==> config.mk <==
export PLATFORM = sky130hd
export DESIGN_NAME = isd_sched
export DESIGN_NICKNAME = d
export VERILOG_FILES = /design/src/isd_pkg.sv /design/src/isd_irq.sv /design/src/isd_sched.sv
export VERILOG_INCLUDE_DIRS = /design/src
export SDC_FILE = /design/constraint.sdc
export NUM_CORES = 1
export LEC_CHECK = 0
export BUFFER_PORTS_ARGS = -buffer_cell sky130_fd_sc_hd__clkbuf_2
export CAP_MARGIN = 20
export CORE_UTILIZATION = 55
export DETAILED_ROUTE_END_ITERATION = 10
export GPL_TIMING_DRIVEN = 1
export PLACE_DENSITY = 0.76
export REMOVE_ABC_BUFFERS = 1
export SETUP_SLACK_MARGIN = 0.5
export SYNTH_ARGS = -nofsm -noshare
export SYNTH_HDL_FRONTEND = slang
export SYNTH_SLANG_ARGS = --single-unit
==> constraint.sdc <==
create_clock -name mclk_i -period 5.9 [get_ports mclk_i]
set_input_delay 0.59 -clock mclk_i [delete_from_list [all_inputs] [get_ports mclk_i]]
set_output_delay 0.59 -clock mclk_i [all_outputs]
set_load 0.01 [all_outputs]
==> src/isd_consts.svh <==
// constants for the isochronous split descriptor scheduler
`ifndef ISD_CONSTS_SVH
`define ISD_CONSTS_SVH

// ==========================================================
// register byte offsets
`define ISD_OFS_CTRL 6'h00
`define ISD_OFS_FRAME 6'h04
`define ISD_OFS_CSM 6'h08
`define ISD_OFS_USTAT 6'h0C
`define ISD_OFS_CNT_LO 6'h10
`define ISD_OFS_CNT_HI 6'h14
`define ISD_OFS_SUM 6'h18
`define ISD_OFS_IRQ_STS 6'h1C
`define ISD_OFS_IRQ_EN 6'h20
`define ISD_OFS_IRQ_CLR 6'h24

// ==========================================================
// field positions, widths and counts
`define ISD_CTRL_ACT 0
`define ISD_CTRL_IN 1
`define ISD_FRM_MSB 7
`define ISD_FRM_LSB 3
`define ISD_RC_XERR 0
`define ISD_RC_BABL 1
`define ISD_RC_UNDR 2
`define ISD_RC_W 3
`define ISD_CNT_W 8
`define ISD_UF_NUM 8
`define ISD_IRQ_DONE 0
`define ISD_IRQ_ERR 1
`define ISD_IRQ_HALT 2
`define ISD_IRQ_W 3

// ==========================================================
// reset values
`define ISD_RST_BYTE 8'h00
`define ISD_RST_CODES 24'h000000
`define ISD_RST_CNT 64'h0000000000000000
`define ISD_RST_WORD 32'h00000000
`define ISD_RST_IRQ 3'h0

`endif

==> src/isd_pkg.sv <==
// types of the isochronous split descriptor scheduler
`default_nettype none

package isd_pkg;

   typedef enum logic [1:0] {
      ISD_IDLE,
      ISD_SS,
      ISD_CS
   } isd_state_e;

   typedef struct packed {
      isd_state_e st;
      logic [2:0] uf;
      logic cs_due;
      logic act;
      logic tok_in;
      logic [7:0] frm;
      logic [7:0] ssm;
      logic [7:0] arm;
      logic [7:0] csm;
      logic [23:0] codes;
      logic [63:0] cnt;
      logic sum_xe;
      logic sum_bb;
      logic halt;
      logic sc;
      logic req;
      logic req_cs;
      logic req_in;
      logic wreq;
      logic [31:0] rdata;
   } isd_sched_s;

   typedef struct packed {
      logic [2:0] sts;
      logic [2:0] en;
      logic irq;
   } isd_irq_s;

endpackage : isd_pkg

`default_nettype wire

==> src/isd_irq.sv <==
// sticky event status, enable mask and level interrupt
`include "isd_consts.svh"
`default_nettype none

module isd_irq (
   input wire logic mclk_i,
   input wire logic arst_n_i,
   input wire logic [2:0] ev_i,
   input wire logic en_wr_i,
   input wire logic clr_wr_i,
   input wire logic [2:0] wdata_i,
   output logic [2:0] sts_o,
   output logic [2:0] en_o,
   output logic irq_o
);

   isd_pkg::isd_irq_s q;
   isd_pkg::isd_irq_s d;

   // ==========================================================
   // status and mask
   always_comb begin
      d = q;
      // a new event beats a clear in the same cycle
      if (clr_wr_i) begin
         d.sts = q.sts & ~wdata_i;
      end
      d.sts = d.sts | ev_i;
      if (en_wr_i) begin
         d.en = wdata_i;
      end
      d.irq = |(d.sts & d.en);
   end

   always_ff @(posedge mclk_i or negedge arst_n_i) begin
      if (!arst_n_i) begin
         q.sts <= `ISD_RST_IRQ;
         q.en <= `ISD_RST_IRQ;
         q.irq <= 1'b0;
      end else begin
         q <= d;
      end
   end

   assign sts_o = q.sts;
   assign en_o = q.en;
   assign irq_o = q.irq;

endmodule : isd_irq

`default_nettype wire

==> src/isd_sched.sv <==
// isochronous split descriptor microframe scheduler, top
//
// Added by the designer: the address map and the Avalon-MM interface to the registers.
`include "isd_consts.svh"
`default_nettype none

module isd_sched (
   input wire logic mclk_i,
   input wire logic arst_n_i,
   input wire logic [5:0] avs_address_i,
   input wire logic avs_read_i,
   input wire logic avs_write_i,
   input wire logic [31:0] avs_writedata_i,
   output logic [31:0] avs_readdata_o,
   output logic avs_waitrequest_o,
   input wire logic sof_i,
   input wire logic [4:0] frame_num_i,
   input wire logic [2:0] uframe_i,
   output logic split_req_o,
   output logic split_cs_o,
   output logic split_in_o,
   output logic [2:0] split_uf_o,
   input wire logic res_valid_i,
   input wire logic [7:0] res_count_i,
   input wire logic res_xact_err_i,
   input wire logic res_babble_i,
   input wire logic res_underrun_i,
   input wire logic res_stall_i,
   output logic irq_o
);

   isd_pkg::isd_sched_s q;
   isd_pkg::isd_sched_s d;

   logic wr_go;
   logic rd_go;
   logic match;
   logic busy;
   logic ss_go;
   logic cs_go;
   logic stall_set;
   logic [2:0] code;
   logic [2:0] ev;
   logic [2:0] irq_sts;
   logic [2:0] irq_en;
   logic en_wr;
   logic clr_wr;

   // ==========================================================
   // scheduler and register file
   always_comb begin
      d = q;
      d.req = 1'b0;
      ev = `ISD_RST_IRQ;
      stall_set = 1'b0;
      wr_go = avs_write_i && !q.wreq;
      rd_go = avs_read_i && q.wreq;
      busy = (q.st != isd_pkg::ISD_IDLE);
      match = (q.frm[`ISD_FRM_MSB:`ISD_FRM_LSB]
               == frame_num_i);
      ss_go = q.ssm[uframe_i];
      cs_go = q.tok_in && q.csm[uframe_i];
      code[`ISD_RC_XERR] = res_xact_err_i;
      code[`ISD_RC_BABL] = res_babble_i && q.tok_in;
      code[`ISD_RC_UNDR] = res_underrun_i && !q.tok_in;

      // one-cycle acknowledge: waitrequest drops for a single edge
      d.wreq = !((avs_read_i || avs_write_i) && q.wreq);

      case (q.st)
         isd_pkg::ISD_IDLE: begin
            // a late sof while busy is dropped, not queued
            if (sof_i && q.act && match) begin
               d.uf = uframe_i;
               d.cs_due = cs_go;
               d.req_in = q.tok_in;
               if (ss_go) begin
                  d.st = isd_pkg::ISD_SS;
                  d.req = 1'b1;
                  d.req_cs = 1'b0;
               end else if (cs_go) begin
                  d.st = isd_pkg::ISD_CS;
                  d.req = 1'b1;
                  d.req_cs = 1'b1;
               end
            end
         end
         isd_pkg::ISD_SS,
         isd_pkg::ISD_CS: begin
            if (res_valid_i) begin
               d.sc = q.req_cs;
               if (q.arm[q.uf]) begin
                  d.cnt[q.uf*`ISD_CNT_W +: `ISD_CNT_W] =
                     res_count_i;
                  d.codes[q.uf*`ISD_RC_W +: `ISD_RC_W] =
                     code;
               end
               if (q.st == isd_pkg::ISD_SS) begin
                  d.ssm[q.uf] = 1'b0;
               end else begin
                  d.csm[q.uf] = 1'b0;
               end
               ev[`ISD_IRQ_ERR] = |code;
               if (res_stall_i) begin
                  stall_set = 1'b1;
                  ev[`ISD_IRQ_HALT] = 1'b1;
                  d.act = 1'b0;
               end
               if (q.st == isd_pkg::ISD_SS && q.cs_due
                   && !res_stall_i) begin
                  // complete split due in this same microframe
                  d.st = isd_pkg::ISD_CS;
                  d.req = 1'b1;
                  d.req_cs = 1'b1;
               end else begin
                  d.st = isd_pkg::ISD_IDLE;
               end
               if (q.act && d.ssm == `ISD_RST_BYTE
                   && (!q.tok_in || d.csm == `ISD_RST_BYTE)) begin
                  d.act = 1'b0;
                  ev[`ISD_IRQ_DONE] = 1'b1;
               end
            end
         end
         default: begin
            d.st = isd_pkg::ISD_IDLE;
         end
      endcase

      if (stall_set) begin
         d.halt = 1'b1;
      end

      // software writes come last so a set beats a hardware clear
      if (wr_go) begin
         if (avs_address_i == `ISD_OFS_CTRL) begin
            d.act = avs_writedata_i[`ISD_CTRL_ACT];
            d.tok_in = avs_writedata_i[`ISD_CTRL_IN];
         end else if (avs_address_i == `ISD_OFS_FRAME) begin
            d.frm = avs_writedata_i[7:0];
         end else if (avs_address_i == `ISD_OFS_CSM) begin
            d.csm = avs_writedata_i[7:0];
         end else if (avs_address_i == `ISD_OFS_USTAT) begin
            d.ssm = avs_writedata_i[7:0];
            d.arm = avs_writedata_i[7:0];
            d.codes = avs_writedata_i[31:8];
         end else if (avs_address_i == `ISD_OFS_SUM) begin
            // halt clears on write unless a stall lands now
            d.halt = stall_set;
            // a result landing now keeps its split kind
            d.sc = busy && res_valid_i && q.req_cs;
         end
      end

      d.sum_xe = 1'b0;
      d.sum_bb = 1'b0;
      for (int i = 0; i < `ISD_UF_NUM; i++) begin
         d.sum_xe = d.sum_xe
                    | d.codes[i*`ISD_RC_W + `ISD_RC_XERR];
         d.sum_bb = d.sum_bb
                    | d.codes[i*`ISD_RC_W + `ISD_RC_BABL];
      end

      if (rd_go) begin
         if (avs_address_i == `ISD_OFS_CTRL) begin
            d.rdata = {30'h0, q.tok_in, q.act};
         end else if (avs_address_i == `ISD_OFS_FRAME) begin
            d.rdata = {24'h0, q.frm};
         end else if (avs_address_i == `ISD_OFS_CSM) begin
            d.rdata = {24'h0, q.csm};
         end else if (avs_address_i == `ISD_OFS_USTAT) begin
            d.rdata = {q.codes, q.ssm};
         end else if (avs_address_i == `ISD_OFS_CNT_LO) begin
            d.rdata = q.cnt[31:0];
         end else if (avs_address_i == `ISD_OFS_CNT_HI) begin
            d.rdata = q.cnt[63:32];
         end else if (avs_address_i == `ISD_OFS_SUM) begin
            d.rdata = {28'h0, q.sc, q.halt, q.sum_bb, q.sum_xe};
         end else if (avs_address_i == `ISD_OFS_IRQ_STS) begin
            d.rdata = {29'h0, irq_sts};
         end else if (avs_address_i == `ISD_OFS_IRQ_EN) begin
            d.rdata = {29'h0, irq_en};
         end else begin
            d.rdata = `ISD_RST_WORD;
         end
      end
   end

   assign en_wr = wr_go && (avs_address_i == `ISD_OFS_IRQ_EN);
   assign clr_wr = wr_go && (avs_address_i == `ISD_OFS_IRQ_CLR);

   // ==========================================================
   // state register
   always_ff @(posedge mclk_i or negedge arst_n_i) begin
      if (!arst_n_i) begin
         q.st <= isd_pkg::ISD_IDLE;
         q.uf <= 3'h0;
         q.cs_due <= 1'b0;
         q.act <= 1'b0;
         q.tok_in <= 1'b0;
         q.frm <= `ISD_RST_BYTE;
         q.ssm <= `ISD_RST_BYTE;
         q.arm <= `ISD_RST_BYTE;
         q.csm <= `ISD_RST_BYTE;
         q.codes <= `ISD_RST_CODES;
         q.cnt <= `ISD_RST_CNT;
         q.sum_xe <= 1'b0;
         q.sum_bb <= 1'b0;
         q.halt <= 1'b0;
         q.sc <= 1'b0;
         q.req <= 1'b0;
         q.req_cs <= 1'b0;
         q.req_in <= 1'b0;
         q.wreq <= 1'b1;
         q.rdata <= `ISD_RST_WORD;
      end else begin
         q <= d;
      end
   end

   assign avs_readdata_o = q.rdata;
   assign avs_waitrequest_o = q.wreq;
   assign split_req_o = q.req;
   assign split_cs_o = q.req_cs;
   assign split_in_o = q.req_in;
   assign split_uf_o = q.uf;

   // ==========================================================
   // interrupt
   isd_irq u_irq (
      .mclk_i(mclk_i),
      .arst_n_i(arst_n_i),
      .ev_i(ev),
      .en_wr_i(en_wr),
      .clr_wr_i(clr_wr),
      .wdata_i(avs_writedata_i[2:0]),
      .sts_o(irq_sts),
      .en_o(irq_en),
      .irq_o(irq_o)
   );
endmodule : isd_sched

`default_nettype wire

==> results of run 1 <==
-- metal layers --
metal | GRT usage | up-vias | routed length (um)
li1 | - | 3264 | -
met1 | 0.424 | 3477 | 10500
met2 | 0.447 | 364 | 10800
met3 | 0.0660 | 47 | 2050
met4 | 0.122 | 0 | 616
met5 | 0 | - | 0
-- through the flow --
step | std cells | total power (uW) | instance area, um2
finish | 1158 | 2620 | 9900
global route | 1158 | 2710 | 9900
CTS | 1158 | 2620 | 9900
detailed placement | 1127 | 1570 | 9350
global placement | 1127 | 1570 | 9350
floorplan | 799 | 1430 | 8480
-- cell type report --
cell class / count / area (um2)
Multi-Input combinational cell: 601 / 4020
Inverter: 23 / 86.3
Sequential cell: 175 / 4380
Clock buffer: 18 / 429
Fill cell: 1355 / 6050
Timing Repair Buffer: 112 / 589
Clock inverter: 13 / 116
Tap cell: 216 / 270
-- power by group --
part | total, uW | switching, uW | internal (uW) | leakage [uW]
clock | 1070 | 489 | 580 | 0.000268
sequential | 1300 | 56.2 | 1250 | 0.00241
combinational | 249 | 158 | 90.5 | 0.00199
total | 2620 | 703 | 1920 | 0.00466
-- kinds of logic (layout without fill, tap and decap cells) --
logic type,after synthesis,in the layout,synth area share
compound gates,232,232,0.169
xor+xnor,5,5,0.00487
fa+ha+maj,7,7,0.00974
buf+inv,107,166,0.0660
flops,175,175,0.487
mux,85,85,0.116
simple gates,272,272,0.147
-- placed cells by master, fill, tap and decap left out, drive strengths merged, types with 25 or more instances in the layout --
master and n:
o21ai 106, dfrtp 174, a222oi 28, nor2 30
a21oi 27, nand2 146, clkbuf 120, inv 25
mux2 66
-- synthesized netlist by cell type, types with 8 or more instances --
cell type | count | area, um2
dfrtp_1 | 174 | 4350
mux2_4 | 16 | 240
mux2i_1 | 15 | 150
a222oi_1 | 28 | 280
nor2b_1 | 9 | 56.3
o21ai_0 | 105 | 526
or3_1 | 10 | 62.6
clkbuf_1 | 23 | 86.3
mux2_2 | 50 | 563
a31oi_1 | 12 | 75.1
nand2_1 | 146 | 548
buf_2 | 18 | 90.1
nand2b_1 | 11 | 68.8
nor3_1 | 10 | 50.1
o31ai_1 | 8 | 60.1
buf_4 | 37 | 278
inv_1 | 23 | 86.3
nor2_1 | 25 | 93.8
nand3_1 | 10 | 50.1
a21oi_1 | 27 | 135
a22o_1 | 10 | 87.6
-- final timing paths --
path                                    startpoint                         end  slack (ns)  cells past startpoint
worst min register to register  avs_readdata_o[27]          avs_readdata_o[27]        0.48                      2
max in group asynchronous                 arst_n_i  asynchronous set/reset pin        4.50                      2
min in group mclk_i                     avs_read_i           avs_waitrequest_o        0.32                      2
worst max register to register       split_uf_o[1]                    register        2.67                      7
worst min-delay path                      arst_n_i  asynchronous set/reset pin        0.23                      1
worst max-delay path                 split_uf_o[1]                    register        2.67                      7
==> flow_summary.ini, run 1 <==
[run_status]
status = finished clean

[power]
p_leak_uw = 0.00466
powerDensity_nw_per_um2 = 265
max-vdd-ir-drop_v = 0.000209

[setup_path]
worst_setup_path_start_kind = register
worst_path_max_delay_cell = dfrtp_1
critPathMaxStageDelay_ns = 0.76
cp_cell_sequence = inv_1 > ha_1 > ha_1 > o21bai_1 > or3_1 > or3_1 > mux2_4
critPathKind = reg2reg
worst-path-buf-inv = 1
worst_setup_path_end_kind = register
worst-endpoint-required_ns = 6.22
crit_arrival_ns = 3.56
path_max_fanout = 20
crit_family = simple AND/OR/NAND/NOR gates

[yosys]
synth-seq-cells = 175
avgSynthCellArea_um2 = 10.2
synth_cell_type_count = 66
synthCells = 883
yosys_warnings = 0
syn_area_um2 = 8990
async_reset_ff_frac = 1.00
synth-edff-count = 0
ys.flop_type = dfrtp_1
synth.yosys.seq_area_share = 0.487

[finish]
fin_nets = 1001
area_growth_pct = 10.1
final_layout_size_suffix_gt1_frac = 0.245
n_antenna_cell = 0
fin_util = 0.621

[placement]
io_buffers = 103
gp_congestion = 0.933
dp_hpwl_mm = 17.0
post-place-ws_ns = 2.66

[sta]
setup_viol = 0
rsz0062_at_grt = false
fin_skew_ns = 0.0117
post-route-min-period_ns = 3.23
worst_slack_ns = 2.67
slew_violations = 0
max_slew_margin = 0.267
period_share = 0.548
hold_viol = 0
fmax_mhz = 309
timing.hold.ws_ns = 0.229
worst_pin_slew_ns = 1.10
fin_tns_setup_ns = 0

[detailed_routing]
remaining_drc_errors = 0
drt_iter0_drc = 727
wl_per_cell_um = 20.7
routed_wl_mm = 23.9
drtPass1Iterations = 6
viasPerCell = 6.18
dr_total_vias = 7152
postRouteAntennaNets = 0

[clock_tree]
clockBufferDepth = 2
cts_sinks = 175
cts_made_buffers = 17
cts_tree = yes
clk_pin_slew_ns = 0.07
ctsHoldBuffers = 0
clkLatencyLatePin_ns = 0.44
post_cts_buffers = 0
htreeDepth = 4
root_buffer = clkbuf_16
ctsResizeCount = 0

[die]
start_util = 0.564
io_pins = 104
die_w_um = 130
die_h_um = 130
rows = 46
core_area_um2 = 15900
die-area_um2 = 16900

[grt]
grt_pass1_wl_mm = 37.2
antenna_found_initial = 0
grt_start_max_net_pins = 107
grt_pass1_vias = 6615
grt.total_usage = 0.299
overflow = 0

[job]
cap_violations = 0

[min_path]
min_path_type = in2async
(Power assumes the default switching activity.)
==> run 2, diff against run 1 <==
--- a/config.mk
+++ b/config.mk
@@ -8,7 +8,7 @@
 export LEC_CHECK = 0
 export BUFFER_PORTS_ARGS = -buffer_cell sky130_fd_sc_hd__clkbuf_2
 export CAP_MARGIN = 20
-export CORE_UTILIZATION = 55
+export CORE_UTILIZATION = 53
 export DETAILED_ROUTE_END_ITERATION = 10
 export GPL_TIMING_DRIVEN = 1
 export PLACE_DENSITY = 0.76
==> constraint.sdc (replaced) <==
create_clock -name mclk_i -period 2.6 [get_ports mclk_i]
set_input_delay 0.26 -clock mclk_i [delete_from_list [all_inputs] [get_ports mclk_i]]
set_output_delay 0.26 -clock mclk_i [all_outputs]
set_load 0.01 [all_outputs]
==> run 2 against run 1 <==
Compared with the run above:
- wire length increased by 11%
- largest cell class is now multi-input combinational cells
- largest power group unchanged
- die area is 3.7% higher
- worst hold slack got worse by 0.22 ns
- critical path depth grew 3
==> flow_summary.ini, run 2 (synthesis results as in run 1) <==
[sta]
period_share = 0.956
post-route-min-period_ns = 2.48
hold_viol = 0
rsz0062_at_grt = true
fin_skew_ns = 0.0144
setup_viol = 0
fmax_mhz = 402
slew_violations = 0
fin_tns_setup_ns = 0
max_slew_margin = 0.605
worst_pin_slew_ns = 0.593

[placement]
gp_congestion = 0.953
dp_hpwl_mm = 18.3
io_buffers = 103

[grt]
grt_pass1_vias = 7412
grt_pass1_wl_mm = 41.0
antenna_found_initial = 0
grt.total_usage = 0.305
overflow = 0
grt_start_max_net_pins = 62

[finish]
final_common_cell = dfrtp_1
final_cell_mix = dfrtp_1 (166), nand2_1 (129), clkbuf_2 (102)
n_antenna_cell = 0
fillers = 1264
fin_nets = 1087
fin_util = 0.676
final_layout_size_suffix_gt1_frac = 0.380
area_growth_pct = 24.8

[setup_path]
worst-endpoint-required_ns = 2.89
path_max_fanout = 8
worst_setup_path_start_kind = register
worst_setup_path_end_kind = register
critPathKind = reg2reg
crit_arrival_ns = 2.78

[detailed_routing]
met1_length_mm = 11.3
drtPass1Iterations = 6
viasPerCell = 6.22
wl_per_cell_um = 21.2
highest_layer = met4
routed_wl_mm = 26.5
wl_met3_mm = 2.01
drt_iter0_drc = 875
postRouteAntennaNets = 0
detailroute.wirelength.met2_mm = 12.4
remaining_drc_errors = 0
dr_total_vias = 7765

[clock_tree]
htreeDepth = 4
clk_pin_slew_ns = 0.07
cts_tree = yes
cts_made_buffers = 17
clkLatencyLatePin_ns = 0.44
cts_sinks = 175
clockBufferDepth = 2
root_buffer = clkbuf_16

[power]
powerDensity_nw_per_um2 = 575
p_leak_uw = 0.00525
max-vdd-ir-drop_v = 0.000496

[die]
die_h_um = 132
start_util = 0.542
io_pins = 104
die-area_um2 = 17500
rows = 47
core_area_um2 = 16600
die_w_um = 132

[min_path]
min_path_type = in2reg

[run_status]
status = finished clean

[job]
cap_violations = 0
==> run 2: changes by cell type in the layout (fill, tap and decap cells not counted), sizes merged <==
cell         previous run  this run
bufinv                  1         4
clkinv                  8         5
buf                    10        94
inv                    25        24
clkbuf                120       121
dlygate4sd3             0         2
==> run 2: report_power, final <==
part	total (uW)	internal [uW]	switching, uW
sequential	2960	2830	126
combinational	727	304	423
clock	2760	1660	1100
total	6450	4800	1650
==> run 2: worst max-delay path, cell delays in order, from the launching register on <==
cell	delay, ns
dfrtp_1	0.41
buf_6	0.16
buf_8	0.12
nand3b_1	0.24
buf_4	0.21
o21ai_4	0.25
nor3_4	0.09
buf_4	0.15
a22o_1	0.21
a2111oi_2	0.34
nand4b_1	0.15
==> run 2: area by class of cell <==
type                    count  area (um2)  share of cell area
well taps                 220         275              0.0245
clock inverters            12         184              0.0164
clock buffers              19         453              0.0404
repair buffers            198        1380               0.123
flip-flops and latches    175        4390               0.391
inverters                  23        86.3             0.00770
multi-input cells         601        4450               0.397
==> run 2: per-layer routing <==
metal | vias to the layer above | track usage
met5 | - | 0
met4 | 0 | 0.121
met3 | 64 | 0.0561
met2 | 423 | 0.472
met1 | 3840 | 0.426
li1 | 3438 | -
==> run 2: path summary, 6_finish.rpt <==
check                             startpoint            endpoint  slack [ns]  cells after the start
setup / recovery               split_uf_o[0]               q[39]        0.12                     10
hold / removal                   avs_write_i   avs_waitrequest_o       0.009                      2
setup reg to reg               split_uf_o[0]               q[39]        0.12                     10
hold reg to reg            avs_readdata_o[9]   avs_readdata_o[9]        0.48                      2
max in group asynchronous           arst_n_i   avs_waitrequest_o        1.46                      3
min in group asynchronous           arst_n_i  avs_readdata_o[26]        0.37                      2
==> run 2: per-stage QoR <==
step	power [uW]	area, um2	setup slack [ns]	hold slack (ns)	instances
floorplan	3240	8480	-0.586	-0.0356	799
global placement	3580	9810	-0.0170	0.286	1183
detailed placement	3590	9810	-0.0934	0.285	1183
CTS	6380	10800	0.181	0.00552	1223
global route	6640	11200	0.0421	0.0236	1248
finish	6450	11200	0.115	0.00878	1248
==> run 2: repair_timing <==
item                                    CTS  global route
hold endpoints to repair                 59             0
pin swaps                                11            30
buffers inserted                          7            23
endpoints found under the setup margin   91            98
gates resized for setup                  65            83
cloned                                    0             2
hold buffers                              2             0
